**src/byte_sync_consts.svh**
```systemverilog
`ifndef BYTE_SYNC_CONSTS_SVH
`define BYTE_SYNC_CONSTS_SVH

// Register byte addresses
`define ADDR_CMD 8'h00
`define ADDR_MODE 8'h04
`define ADDR_XMIT 8'h08
`define ADDR_SYNC_LO 8'h0C
`define ADDR_SYNC_HI 8'h10
`define ADDR_LEN_PRESET 8'h14
`define ADDR_EXT 8'h18
`define ADDR_TXDATA 8'h1C
`define ADDR_STATUS 8'h20

// Reset values
`define MODE_CFG_RST 8'h00
`define XMIT_CTL_RST 8'h00
`define SYNC_LO_RST 8'h00
`define SYNC_HI_RST 8'h00
`define LEN_PRESET_RST 8'h00
`define EXT_CTL_RST 8'h00
`define CRC_RST 16'h0000

// mode_config fields
`define MODE_PAR_EN 0
`define MODE_PAR_EVEN 1
`define MODE_STOP_LO 2
`define MODE_STOP_HI 3
`define MODE_SYNC_LO 4
`define MODE_SYNC_HI 5
`define MODE_CF_LO 6
`define MODE_CF_HI 7

// transmit_control fields
`define XMIT_CRC_EN 0
`define XMIT_POLY16 2
`define XMIT_EN 3
`define XMIT_BPC_LO 5
`define XMIT_BPC_HI 6
`define BPC_FIVE 2'h0
`define BPC_SEVEN 2'h1
`define BPC_SIX 2'h2
`define BPC_EIGHT 2'h3

// sync_length_crc_preset, extended_control, command_register fields
`define LEN_SYNC6 0
`define LEN_CRC_PRESET 7
`define EXT_FIFO_LEVEL 5
`define CMD_CODE_LO 6
`define CMD_CODE_HI 7
`define CMD_RESET_TX_CRC 2'h2

// CRC polynomials
`define POLY_CRC16 16'h8005
`define POLY_CCITT 16'h1021

// Transmit FIFO
`define TX_FIFO_DEPTH 4
`define TX_PTR_W 2
`define TX_FIFO_FULL 3'h4

`endif

```
**src/byte_sync_pkg.sv**
```systemverilog
`include "byte_sync_consts.svh"

package byte_sync_pkg;

    typedef enum logic [1:0] {K_IDLE, K_SYNC, K_DATA} kind_t;

    typedef struct packed {
        logic [7:0] mode_cfg;
        logic [7:0] xmit_ctl;
        logic [7:0] sync_lo;
        logic [7:0] sync_hi;
        logic [7:0] len_preset;
        logic [7:0] ext_ctl;
        logic [`TX_FIFO_DEPTH-1:0][7:0] fifo_mem;
        logic [`TX_PTR_W-1:0] wr_ptr;
        logic [`TX_PTR_W-1:0] rd_ptr;
        logic [`TX_PTR_W:0] fifo_cnt;
        logic txc_s1;
        logic txc_s2;
        logic txc_s3;
        kind_t kind;
        logic [15:0] sh;
        logic [4:0] cnt;
        logic [3:0] data_left;
        logic crc_on;
        logic [15:0] crc;
        logic txd;
        logic [31:0] prdata;
    } state_t;

endpackage : byte_sync_pkg

```
**src/byte_sync_transmitter.sv**
```systemverilog
`timescale 1ns/10ps
`include "byte_sync_consts.svh"

module byte_sync_transmitter import byte_sync_pkg::*; (
    // Clock and reset
    input wire logic pclk,
    input wire logic presetn,
    // APB slave
    input wire logic psel,
    input wire logic penable,
    input wire logic pwrite,
    input wire logic [7:0] paddr,
    input wire logic [31:0] pwdata,
    input wire logic [3:0] pstrb,
    output logic [31:0] prdata,
    output logic pready,
    output logic pslverr,
    // Serial line
    input wire logic txc,
    output logic txd,
    // Buffer service request
    output logic tx_buf_req
);

    state_t st_ff;
    state_t nxt_st;

    logic sync_mode;
    logic ext_sync;
    logic [1:0] eff_cf;
    logic run_ok;
    logic tick;
    logic reload;
    logic wr_acc;
    logic push;
    logic pop;
    logic preset_cmd;
    logic [4:0] sync_len;
    logic [15:0] sync_frame;
    logic [7:0] head;
    logic [3:0] dlen;
    logic [15:0] dbits;
    logic par_bit;
    logic [15:0] data_frame;
    logic [4:0] data_len;
    logic [15:0] poly;
    logic [31:0] rd_word;
    kind_t cur_kind;
    logic [15:0] cur_sh;
    logic [4:0] cur_cnt;
    logic [3:0] cur_dl;
    logic cur_crc;

    function automatic logic addr_ok(input logic [7:0] a);
        case (a)
            `ADDR_CMD, `ADDR_MODE, `ADDR_XMIT, `ADDR_SYNC_LO, `ADDR_SYNC_HI,
            `ADDR_LEN_PRESET, `ADDR_EXT, `ADDR_TXDATA, `ADDR_STATUS: addr_ok = 1'h1;
            default: addr_ok = 1'h0;
        endcase
    endfunction : addr_ok

    // Five-bit setting: leading ones and a zero marker frame 1..5 bits
    function automatic logic [3:0] char_len(input logic [1:0] bpc, input logic [7:0] d);
        case (bpc)
            `BPC_EIGHT: char_len = 4'h8;
            `BPC_SEVEN: char_len = 4'h7;
            `BPC_SIX: char_len = 4'h6;
            default: begin
                if (d[7:4] == 4'hF) begin
                    char_len = 4'h1;
                end else if (d[7:5] == 3'h7) begin
                    char_len = 4'h2;
                end else if (d[7:6] == 2'h3) begin
                    char_len = 4'h3;
                end else if (d[7]) begin
                    char_len = 4'h4;
                end else begin
                    char_len = 4'h5;
                end
            end
        endcase
    endfunction : char_len

    function automatic logic [15:0] crc_step(input logic [15:0] c, input logic b,
                                             input logic [15:0] p);
        logic fb;
        fb = c[15] ^ b;
        crc_step = {c[14:0], 1'h0} ^ (fb ? p : 16'h0000);
    endfunction : crc_step

    // Configuration decode
    assign sync_mode = (st_ff.mode_cfg[`MODE_STOP_HI:`MODE_STOP_LO] == 2'h0);
    assign ext_sync = st_ff.mode_cfg[`MODE_SYNC_HI] & st_ff.mode_cfg[`MODE_SYNC_LO];
    // Only the 1x clock factor is served; internal sync forces it, other factors idle the line under external sync
    assign eff_cf = (sync_mode && !ext_sync) ? 2'h0
                    : st_ff.mode_cfg[`MODE_CF_HI:`MODE_CF_LO];
    assign run_ok = sync_mode && (eff_cf == 2'h0) && st_ff.xmit_ctl[`XMIT_EN];
    assign poly = st_ff.xmit_ctl[`XMIT_POLY16] ? `POLY_CRC16 : `POLY_CCITT;

    // Sync pattern, right-justified, low register first on the line
    always_comb begin
        if (!ext_sync && st_ff.mode_cfg[`MODE_SYNC_LO]
                && !st_ff.len_preset[`LEN_SYNC6]) begin
            sync_len = 5'h10;
            sync_frame = {st_ff.sync_hi, st_ff.sync_lo};
        end else if (st_ff.len_preset[`LEN_SYNC6]) begin
            // The twelve-bit receive code falls back to six bits here
            sync_len = 5'h06;
            sync_frame = {10'h000, st_ff.sync_lo[5:0]};
        end else begin
            sync_len = 5'h08;
            sync_frame = {8'h00, st_ff.sync_lo};
        end
    end

    // Data character framing from the FIFO head
    assign head = st_ff.fifo_mem[st_ff.rd_ptr];
    assign dlen = char_len(st_ff.xmit_ctl[`XMIT_BPC_HI:`XMIT_BPC_LO], head);
    assign dbits = {8'h00, head} & ((16'h0001 << dlen) - 16'h0001);
    assign par_bit = st_ff.mode_cfg[`MODE_PAR_EVEN] ? (^dbits) : ~(^dbits);
    assign data_frame = dbits | (st_ff.mode_cfg[`MODE_PAR_EN]
                                 ? (16'(par_bit) << dlen) : 16'h0000);
    assign data_len = 5'(dlen) + 5'(st_ff.mode_cfg[`MODE_PAR_EN]);

    // Falling edge of the synchronised link clock
    assign tick = !st_ff.txc_s2 && st_ff.txc_s3;
    assign reload = (st_ff.cnt == 5'h00);

    assign wr_acc = psel && penable && pwrite && pstrb[0];
    assign rd_word = {st_ff.crc, 7'h00, st_ff.kind == K_DATA, eff_cf, ext_sync,
                      sync_mode, tx_buf_req, st_ff.fifo_cnt};

    always_comb begin
        nxt_st = st_ff;
        push = 1'h0;
        pop = 1'h0;
        preset_cmd = 1'h0;
        cur_kind = st_ff.kind;
        cur_sh = st_ff.sh;
        cur_cnt = st_ff.cnt;
        cur_dl = st_ff.data_left;
        cur_crc = st_ff.crc_on;

        nxt_st.txc_s1 = txc;
        nxt_st.txc_s2 = st_ff.txc_s1;
        nxt_st.txc_s3 = st_ff.txc_s2;

        // Read data is fetched in the setup cycle, so access never waits
        if (psel && !penable) begin
            nxt_st.prdata = (!pwrite && paddr == `ADDR_STATUS) ? rd_word : 32'h0000_0000;
        end

        if (wr_acc) begin
            case (paddr)
                `ADDR_CMD: begin
                    preset_cmd = (pwdata[`CMD_CODE_HI:`CMD_CODE_LO]
                                  == `CMD_RESET_TX_CRC);
                end
                `ADDR_MODE: nxt_st.mode_cfg = pwdata[7:0];
                `ADDR_XMIT: nxt_st.xmit_ctl = pwdata[7:0];
                `ADDR_SYNC_LO: nxt_st.sync_lo = pwdata[7:0];
                `ADDR_SYNC_HI: nxt_st.sync_hi = pwdata[7:0];
                `ADDR_LEN_PRESET: nxt_st.len_preset = pwdata[7:0];
                `ADDR_EXT: nxt_st.ext_ctl = pwdata[7:0];
                `ADDR_TXDATA: begin
                    // A write to a full FIFO is dropped
                    if (st_ff.fifo_cnt != `TX_FIFO_FULL) begin
                        push = 1'h1;
                        nxt_st.fifo_mem[st_ff.wr_ptr] = pwdata[7:0];
                        nxt_st.wr_ptr = st_ff.wr_ptr + `TX_PTR_W'(1);
                    end
                end
                default: begin
                end
            endcase
        end

        if (tick) begin
            if (reload) begin
                if (!run_ok) begin
                    cur_kind = K_IDLE;
                end else if (st_ff.fifo_cnt != 3'h0) begin
                    cur_kind = K_DATA;
                end else begin
                    cur_kind = K_SYNC;
                end
                case (cur_kind)
                    K_DATA: begin
                        pop = 1'h1;
                        nxt_st.rd_ptr = st_ff.rd_ptr + `TX_PTR_W'(1);
                        cur_sh = data_frame;
                        cur_cnt = data_len;
                        cur_dl = dlen;
                        cur_crc = st_ff.xmit_ctl[`XMIT_CRC_EN];
                    end
                    K_SYNC: begin
                        cur_sh = sync_frame;
                        cur_cnt = sync_len;
                        cur_dl = 4'h0;
                        cur_crc = 1'h0;
                    end
                    default: begin
                        // Marking line, one bit at a time
                        cur_sh = 16'hFFFF;
                        cur_cnt = 5'h01;
                        cur_dl = 4'h0;
                        cur_crc = 1'h0;
                    end
                endcase
            end
            nxt_st.kind = cur_kind;
            nxt_st.crc_on = cur_crc;
            nxt_st.txd = cur_sh[0];
            nxt_st.sh = cur_sh >> 1;
            nxt_st.cnt = cur_cnt - 5'h01;
            if (cur_dl != 4'h0) begin
                nxt_st.data_left = cur_dl - 4'h1;
                if (cur_crc) begin
                    nxt_st.crc = crc_step(st_ff.crc, cur_sh[0], poly);
                end
            end else begin
                nxt_st.data_left = 4'h0;
            end
        end

        // Preset overrides a bit accumulated in the same cycle
        if (preset_cmd) begin
            nxt_st.crc = {16{st_ff.len_preset[`LEN_CRC_PRESET]}};
        end

        case ({push, pop})
            2'h2: nxt_st.fifo_cnt = st_ff.fifo_cnt + 3'h1;
            2'h1: nxt_st.fifo_cnt = st_ff.fifo_cnt - 3'h1;
            default: nxt_st.fifo_cnt = st_ff.fifo_cnt;
        endcase
    end

    always_ff @(posedge pclk or negedge presetn) begin
        if (!presetn) begin
            st_ff <= '0;
            st_ff.mode_cfg <= `MODE_CFG_RST;
            st_ff.xmit_ctl <= `XMIT_CTL_RST;
            st_ff.sync_lo <= `SYNC_LO_RST;
            st_ff.sync_hi <= `SYNC_HI_RST;
            st_ff.len_preset <= `LEN_PRESET_RST;
            st_ff.ext_ctl <= `EXT_CTL_RST;
            st_ff.crc <= `CRC_RST;
            st_ff.txd <= 1'h1;
        end else begin
            st_ff <= nxt_st;
        end
    end

    assign prdata = st_ff.prdata;
    assign pready = psel && penable;
    assign pslverr = psel && penable && !addr_ok(paddr);
    assign txd = st_ff.txd;
    // Level flag: any free entry, or only a completely empty FIFO
    assign tx_buf_req = st_ff.ext_ctl[`EXT_FIFO_LEVEL]
                        ? (st_ff.fifo_cnt != `TX_FIFO_FULL)
                        : (st_ff.fifo_cnt == 3'h0);

    property p_sync6;
        @(posedge pclk) disable iff (!presetn)
        (tick && reload && run_ok && st_ff.fifo_cnt == 3'h0 && sync_len == 5'h06)
        |=> (st_ff.cnt == 5'h05 && st_ff.txd == $past(st_ff.sync_lo[0])
             && st_ff.kind == K_SYNC);
    endproperty
    a_sync6: assert property (p_sync6) else $error("six-bit sync load wrong");

    property p_sync8;
        @(posedge pclk) disable iff (!presetn)
        (tick && reload && run_ok && st_ff.fifo_cnt == 3'h0
         && !st_ff.len_preset[`LEN_SYNC6] && !st_ff.mode_cfg[`MODE_SYNC_LO])
        |=> (st_ff.cnt == 5'h07 && st_ff.sh[6:0] == $past(st_ff.sync_lo[7:1]));
    endproperty
    a_sync8: assert property (p_sync8) else $error("eight-bit sync load wrong");

    property p_sync16;
        @(posedge pclk) disable iff (!presetn)
        (tick && reload && run_ok && st_ff.fifo_cnt == 3'h0 && !ext_sync
         && st_ff.mode_cfg[`MODE_SYNC_LO] && !st_ff.len_preset[`LEN_SYNC6])
        |=> (st_ff.cnt == 5'h0F && st_ff.sh[14:7] == $past(st_ff.sync_hi));
    endproperty
    a_sync16: assert property (p_sync16) else $error("sixteen-bit sync load wrong");

    property p_ext_len;
        @(posedge pclk) disable iff (!presetn)
        (tick && reload && run_ok && st_ff.fifo_cnt == 3'h0 && ext_sync)
        |=> (st_ff.cnt == ($past(st_ff.len_preset[`LEN_SYNC6]) ? 5'h05 : 5'h07));
    endproperty
    a_ext_len: assert property (p_ext_len) else $error("external sync length wrong");

    property p_async_idle;
        @(posedge pclk) disable iff (!presetn)
        (tick && reload && !sync_mode) |=> (st_ff.txd && st_ff.kind == K_IDLE);
    endproperty
    a_async_idle: assert property (p_async_idle) else $error("line not idle");

    property p_clk_factor;
        @(posedge pclk) disable iff (!presetn)
        (sync_mode && !ext_sync) |-> (eff_cf == 2'h0 && rd_word[7:6] == 2'h0);
    endproperty
    a_clk_factor: assert property (p_clk_factor) else $error("clock factor not forced");

    property p_crc_preset;
        @(posedge pclk) disable iff (!presetn)
        preset_cmd |=> (st_ff.crc == {16{$past(st_ff.len_preset[`LEN_CRC_PRESET])}});
    endproperty
    a_crc_preset: assert property (p_crc_preset) else $error("CRC preset wrong");

    property p_crc_hold;
        @(posedge pclk) disable iff (!presetn)
        (tick && !reload && !st_ff.crc_on && !preset_cmd) |=> $stable(st_ff.crc);
    endproperty
    a_crc_hold: assert property (p_crc_hold) else $error("CRC moved while off");

    property p_sync_no_crc;
        @(posedge pclk) disable iff (!presetn)
        (tick && reload && run_ok && st_ff.fifo_cnt == 3'h0)
        |=> (!st_ff.crc_on && st_ff.data_left == 4'h0);
    endproperty
    a_sync_no_crc: assert property (p_sync_no_crc) else $error("sync in CRC");

    property p_crc_sample;
        @(posedge pclk) disable iff (!presetn)
        (tick && reload && run_ok && st_ff.fifo_cnt != 3'h0)
        |=> (st_ff.crc_on == $past(st_ff.xmit_ctl[`XMIT_CRC_EN]) && st_ff.kind == K_DATA);
    endproperty
    a_crc_sample: assert property (p_crc_sample) else $error("CRC enable not sampled");

    property p_empty_req;
        @(posedge pclk) disable iff (!presetn)
        (!st_ff.ext_ctl[`EXT_FIFO_LEVEL] && st_ff.fifo_cnt != 3'h0) |-> !tx_buf_req;
    endproperty
    a_empty_req: assert property (p_empty_req) else $error("request before empty");

    property p_back_to_back;
        @(posedge pclk) disable iff (!presetn)
        (tick && reload && run_ok) |=> (st_ff.kind != K_IDLE);
    endproperty
    a_back_to_back: assert property (p_back_to_back) else $error("gap between chars");

    property p_lsb_first;
        @(posedge pclk) disable iff (!presetn)
        (tick && reload && run_ok && st_ff.fifo_cnt != 3'h0)
        |=> (st_ff.txd == $past(st_ff.fifo_mem[st_ff.rd_ptr][0]));
    endproperty
    a_lsb_first: assert property (p_lsb_first) else $error("first bit not LSB");

endmodule : byte_sync_transmitter

```
**config.mk**
```make
export PLATFORM = sky130hd
export DESIGN_NAME = byte_sync_transmitter
export DESIGN_NICKNAME = d
export VERILOG_FILES = /design/src/byte_sync_pkg.sv /design/src/byte_sync_transmitter.sv
export VERILOG_INCLUDE_DIRS = /design/src
export SDC_FILE = /design/constraint.sdc
export NUM_CORES = 1
export LEC_CHECK = 0
export BUFFER_PORTS_ARGS = -buffer_cell sky130_fd_sc_hd__buf_2
export CAP_MARGIN = 20
export CORE_MARGIN = 4
export CORE_UTILIZATION = 25
export DETAILED_ROUTE_END_ITERATION = 7
export GPL_ROUTABILITY_DRIVEN = 0
export HOLD_SLACK_MARGIN = 0.02
export SKIP_CTS_REPAIR_TIMING = 1
export SYNTH_ARGS = -nofsm -noshare
export SYNTH_HDL_FRONTEND = slang
export SYNTH_SLANG_ARGS = --single-unit
```
**constraint.sdc**
```tcl
create_clock -name pclk -period 10.8 [get_ports pclk]
set_input_delay 0.54 -clock pclk [delete_from_list [all_inputs] [get_ports pclk]]
set_output_delay 0.54 -clock pclk [all_outputs]
set_load 0.01 [all_outputs]
```
==> summary.md <==
| Metric | Value |
|---|---|
| CTS Sinks | between 100 and 150 |
| Vias in the first global route | about 5.4k |
| Total of max-cap violations | 0 |
| Total negative slack | 0 ps |
| Clk root buf | clkbuf_16 |
| CTS max path bufs | 2 |
| Clk_lat worst skew | roughly 430 ps |
| Residual overflow from global routing | 0 |
| DIE HEIGHT | ~180 microns |
| Met3 usage | around 2.7% |
| Initial Util | approximately a quarter |
| Fmax | ~180 MHz |
| Synth cell types | between 70 and 80 |
| Met2 Use GR | 17.8% |
| Synthesized instance count | between 700 and 800 |
| Rel. slew slack | a little under a third |
| Pwr dens | between 150 and 200 mW/mm^2 |
| Vias per cell | 4.89 |
| FFs w/ async S/R, synth | 100% |
| GRT busiest layer | met2 |
| Layout cells sized above 1 | ~24% |
| WL final | between 15000 and 20000 microns |
| Drt first pass iters | 5 |
| Detailed router's first-iteration violation count | about 320 |
| DRC Markers | 0 |
| Post-route cell area | 0.00864 sq mm |
| Placed Area | around 0.0080 sq mm |
| Hold Crit Class | in -> async |
| Yosys warnings | 0 |
| Met1 usage | approximately 16% |
| Power Total | around 1.4 mW |
| Worst Setup Start Kind | flip-flop |
| Number of cells on the worst reg-to-reg path | 13 |
| Core Util, Final | about 29% |
| Ys flop type | dfrtp_1 |
| Post-synth EDFFs | 0 |
| Crit path from | st_ff[83] |
| Critical Path End Type | flip-flop |
| Leak Pwr | just under 4 nW |
| Ant diodes | 0 |
| Reg-to-reg startpoint | st_ff[83] |
| Largest net degree at the start of global routing | 76 |
| Routed Antenna Nets | 0 |
| Layout area overhead | 13.1% |
| Final clock skew | approximately 10 ps |
| Critical path arrival | between 5000 and 6000 ps |
| Crit Path Category | reg -> reg |
| Detail Placement HPWL | ~13000 microns |
| Slew Limit Fails | 0 |
| Routed via count | roughly 5.5k |
| Worst Tran Pin Value | 1030 ps |
| Chip width | 183 microns |
| Core area | 0.0299 sq mm |
| Syn Area/Cell | between 10 and 15 sq um |
| Final hold violations | 0 |
| CTS tree | built |
| Min Tclk post-route | approximately 5500 ps |
| GRT Total Usage | a little under an eighth |
| I/O pin total | 86 |
| Reg2Reg Setup Slack | 5300 ps |
| CP max FO | 12 |
| Status | finished, final reports clean |
| R2R Path End | st_ff[65] |
| # setup viols final | 0 |
| Cell area after synthesis | ~0.0076 sq mm |
| Nets@finish | just under 800 |
| Crit path capture | st_ff[65] |
| Final Cycle Share | between 50% and 60% |
| Seq cells post-synth | 143 |
| Initial antenna violation count | 0 |
| Wire per inst | approximately 16 microns |
| Clock slew at reported path FFs | approximately 60 ps |
| Sequential area share after synthesis | 46.9% |
| Core Rows | 63 |
| Max VDD drop | between 100 and 150 uV |
| RSZ-0062 raised after global routing | false |
| Htree depth | 4 |
| Number of port buffers | roughly 50 |
| CP required | around 11000 ps |
| First-pass GRT wire length | between 30000 and 40000 microns |
| CTS Buf Count | 17 |
| Die area | roughly 0.033 sq mm |
-- cell usage after synthesis (3+ instances only) --
master      n  area, sq um
dfrtp_1   142         3550
mux2_2     65          732
a21oi_1    58          290
nand2_1    45          169
nor2_1     44          165
o21ai_0    39          195
buf_4      32          240
clkbuf_1   26         97.6
nand3_1    22          110
a22o_1     21          184
inv_1      18         67.6
nor3_1     17         85.1
ha_1       12          150
a31oi_1    10         62.6
or3_1      10         62.6
nor2b_1     9         56.3
xor2_1      9         78.8
buf_2       8         40.0
o211ai_1    8         60.1
and2_1      7         43.8
mux4_2      7          158
nand2b_1    7         43.8
a211oi_1    6         45.0
a21o_1      6         45.0
and3_1      5         31.3
nand4_1     5         31.3
nor4_1      5         31.3
xnor2_1     5         43.8
a32o_1      4         40.0
buf_1       3         11.3
mux2i_1     3         30.0
o2111a_1    3         33.8
or2_1       3         18.8
-- cell families after synthesis --
logic type | after synthesis | share of synthesized area (%)
compound gates | 180 | 16.4
xor+xnor | 17 | 2.51
fa+ha+maj | 13 | 2.23
buf+inv | 90 | 6.26
flops | 143 | 46.9
mux | 77 | 12.7
other cells | 1 | 0.0491
simple gates | 192 | 13.0
-- worst max-delay path: stages, from the launching register on --
cell and delay [ps]:
dfrtp_1 760, mux4_2 680, a31oi_1 690, nor2_1 270, nand3_1 180, ha_1 300
nor3_1 90, o21ai_0 380, and3_1 250, o211a_1 390, or2_1 360, xnor3_1 580
a311oi_1 310, o21ai_0 120
-- report_power, final --
| group | internal (mW) | switching [mW] |
|---|---|---|
| clock | 0.351 | 0.244 |
| sequential | 0.574 | 0.0212 |
| combinational | 0.0570 | 0.106 |
| total | 0.981 | 0.371 |
-- worst min path at each step --
stage,to,slack (ps),cells after the start
global placement,nxt_st[77],340,0
detailed placement,nxt_st[77],350,0
finish,st_ff[138],150,1
CTS,st_ff[138],180,1
global route,st_ff[140],190,1
floorplan,nxt_st[77],240,0
-- layer usage --
layer	wire, microns	vias up	share of wire [%]
met1	8770	2765	47
met4	412	0	2.2
li1	-	2589	-
met5	0	-	0
met3	692	29	3.7
met2	8700	118	47
-- through the flow --
step	hold slack (ps)	instances	worst slack (ps)
floorplan	244	719	6630
global placement	336	1095	5450
detailed placement	347	1095	5400
CTS	180	1126	5380
global route	186	1126	4990
finish	149	1126	5300
-- cell usage in the layout (no fill, tap or decap), types with 3 or more instances in the layout --
cell,Yosys,final
o211ai_1,8,8
and2_1,7,7
nand4_1,5,5
clkbuf_16,0,17
mux2i_1,3,3
buf_4,32,5
nor2b_1,9,9
nand3_1,22,22
a21oi_1,58,58
nand2b_1,7,7
inv_1,18,18
nor4_1,5,5
o21ai_0,39,39
buf_2,8,50
xnor2_1,5,5
nor2_1,44,44
nor3_1,17,17
dfrtp_1,142,142
inv_6,0,6
conb_1,1,7
o2111a_1,3,3
a211oi_1,6,6
xor2_1,9,9
ha_1,12,12
mux4_2,7,7
a21o_1,6,6
or3_1,10,10
a22o_1,21,21
a32o_1,4,4
a31oi_1,10,10
and3_1,5,5
or2_1,3,3
mux2_2,65,65
nand2_1,45,45
-- state kept, by name, summed over array words and instances (netlist names) --
register,flops
nxt_st,2
prdata,25
rd_word,19
st_ff,96
txd,1
-- cell type report --
class / instances / area, sq um
fill: 3055 / 21200
multi-input combinational: 486 / 3600
sequential: 143 / 3580
tap: 390 / 488
clock buffer: 18 / 439
timing repair buffer: 56 / 299
clock inverter: 13 / 153
inverter: 20 / 77.6
Power figures use the tool's default switching activity.
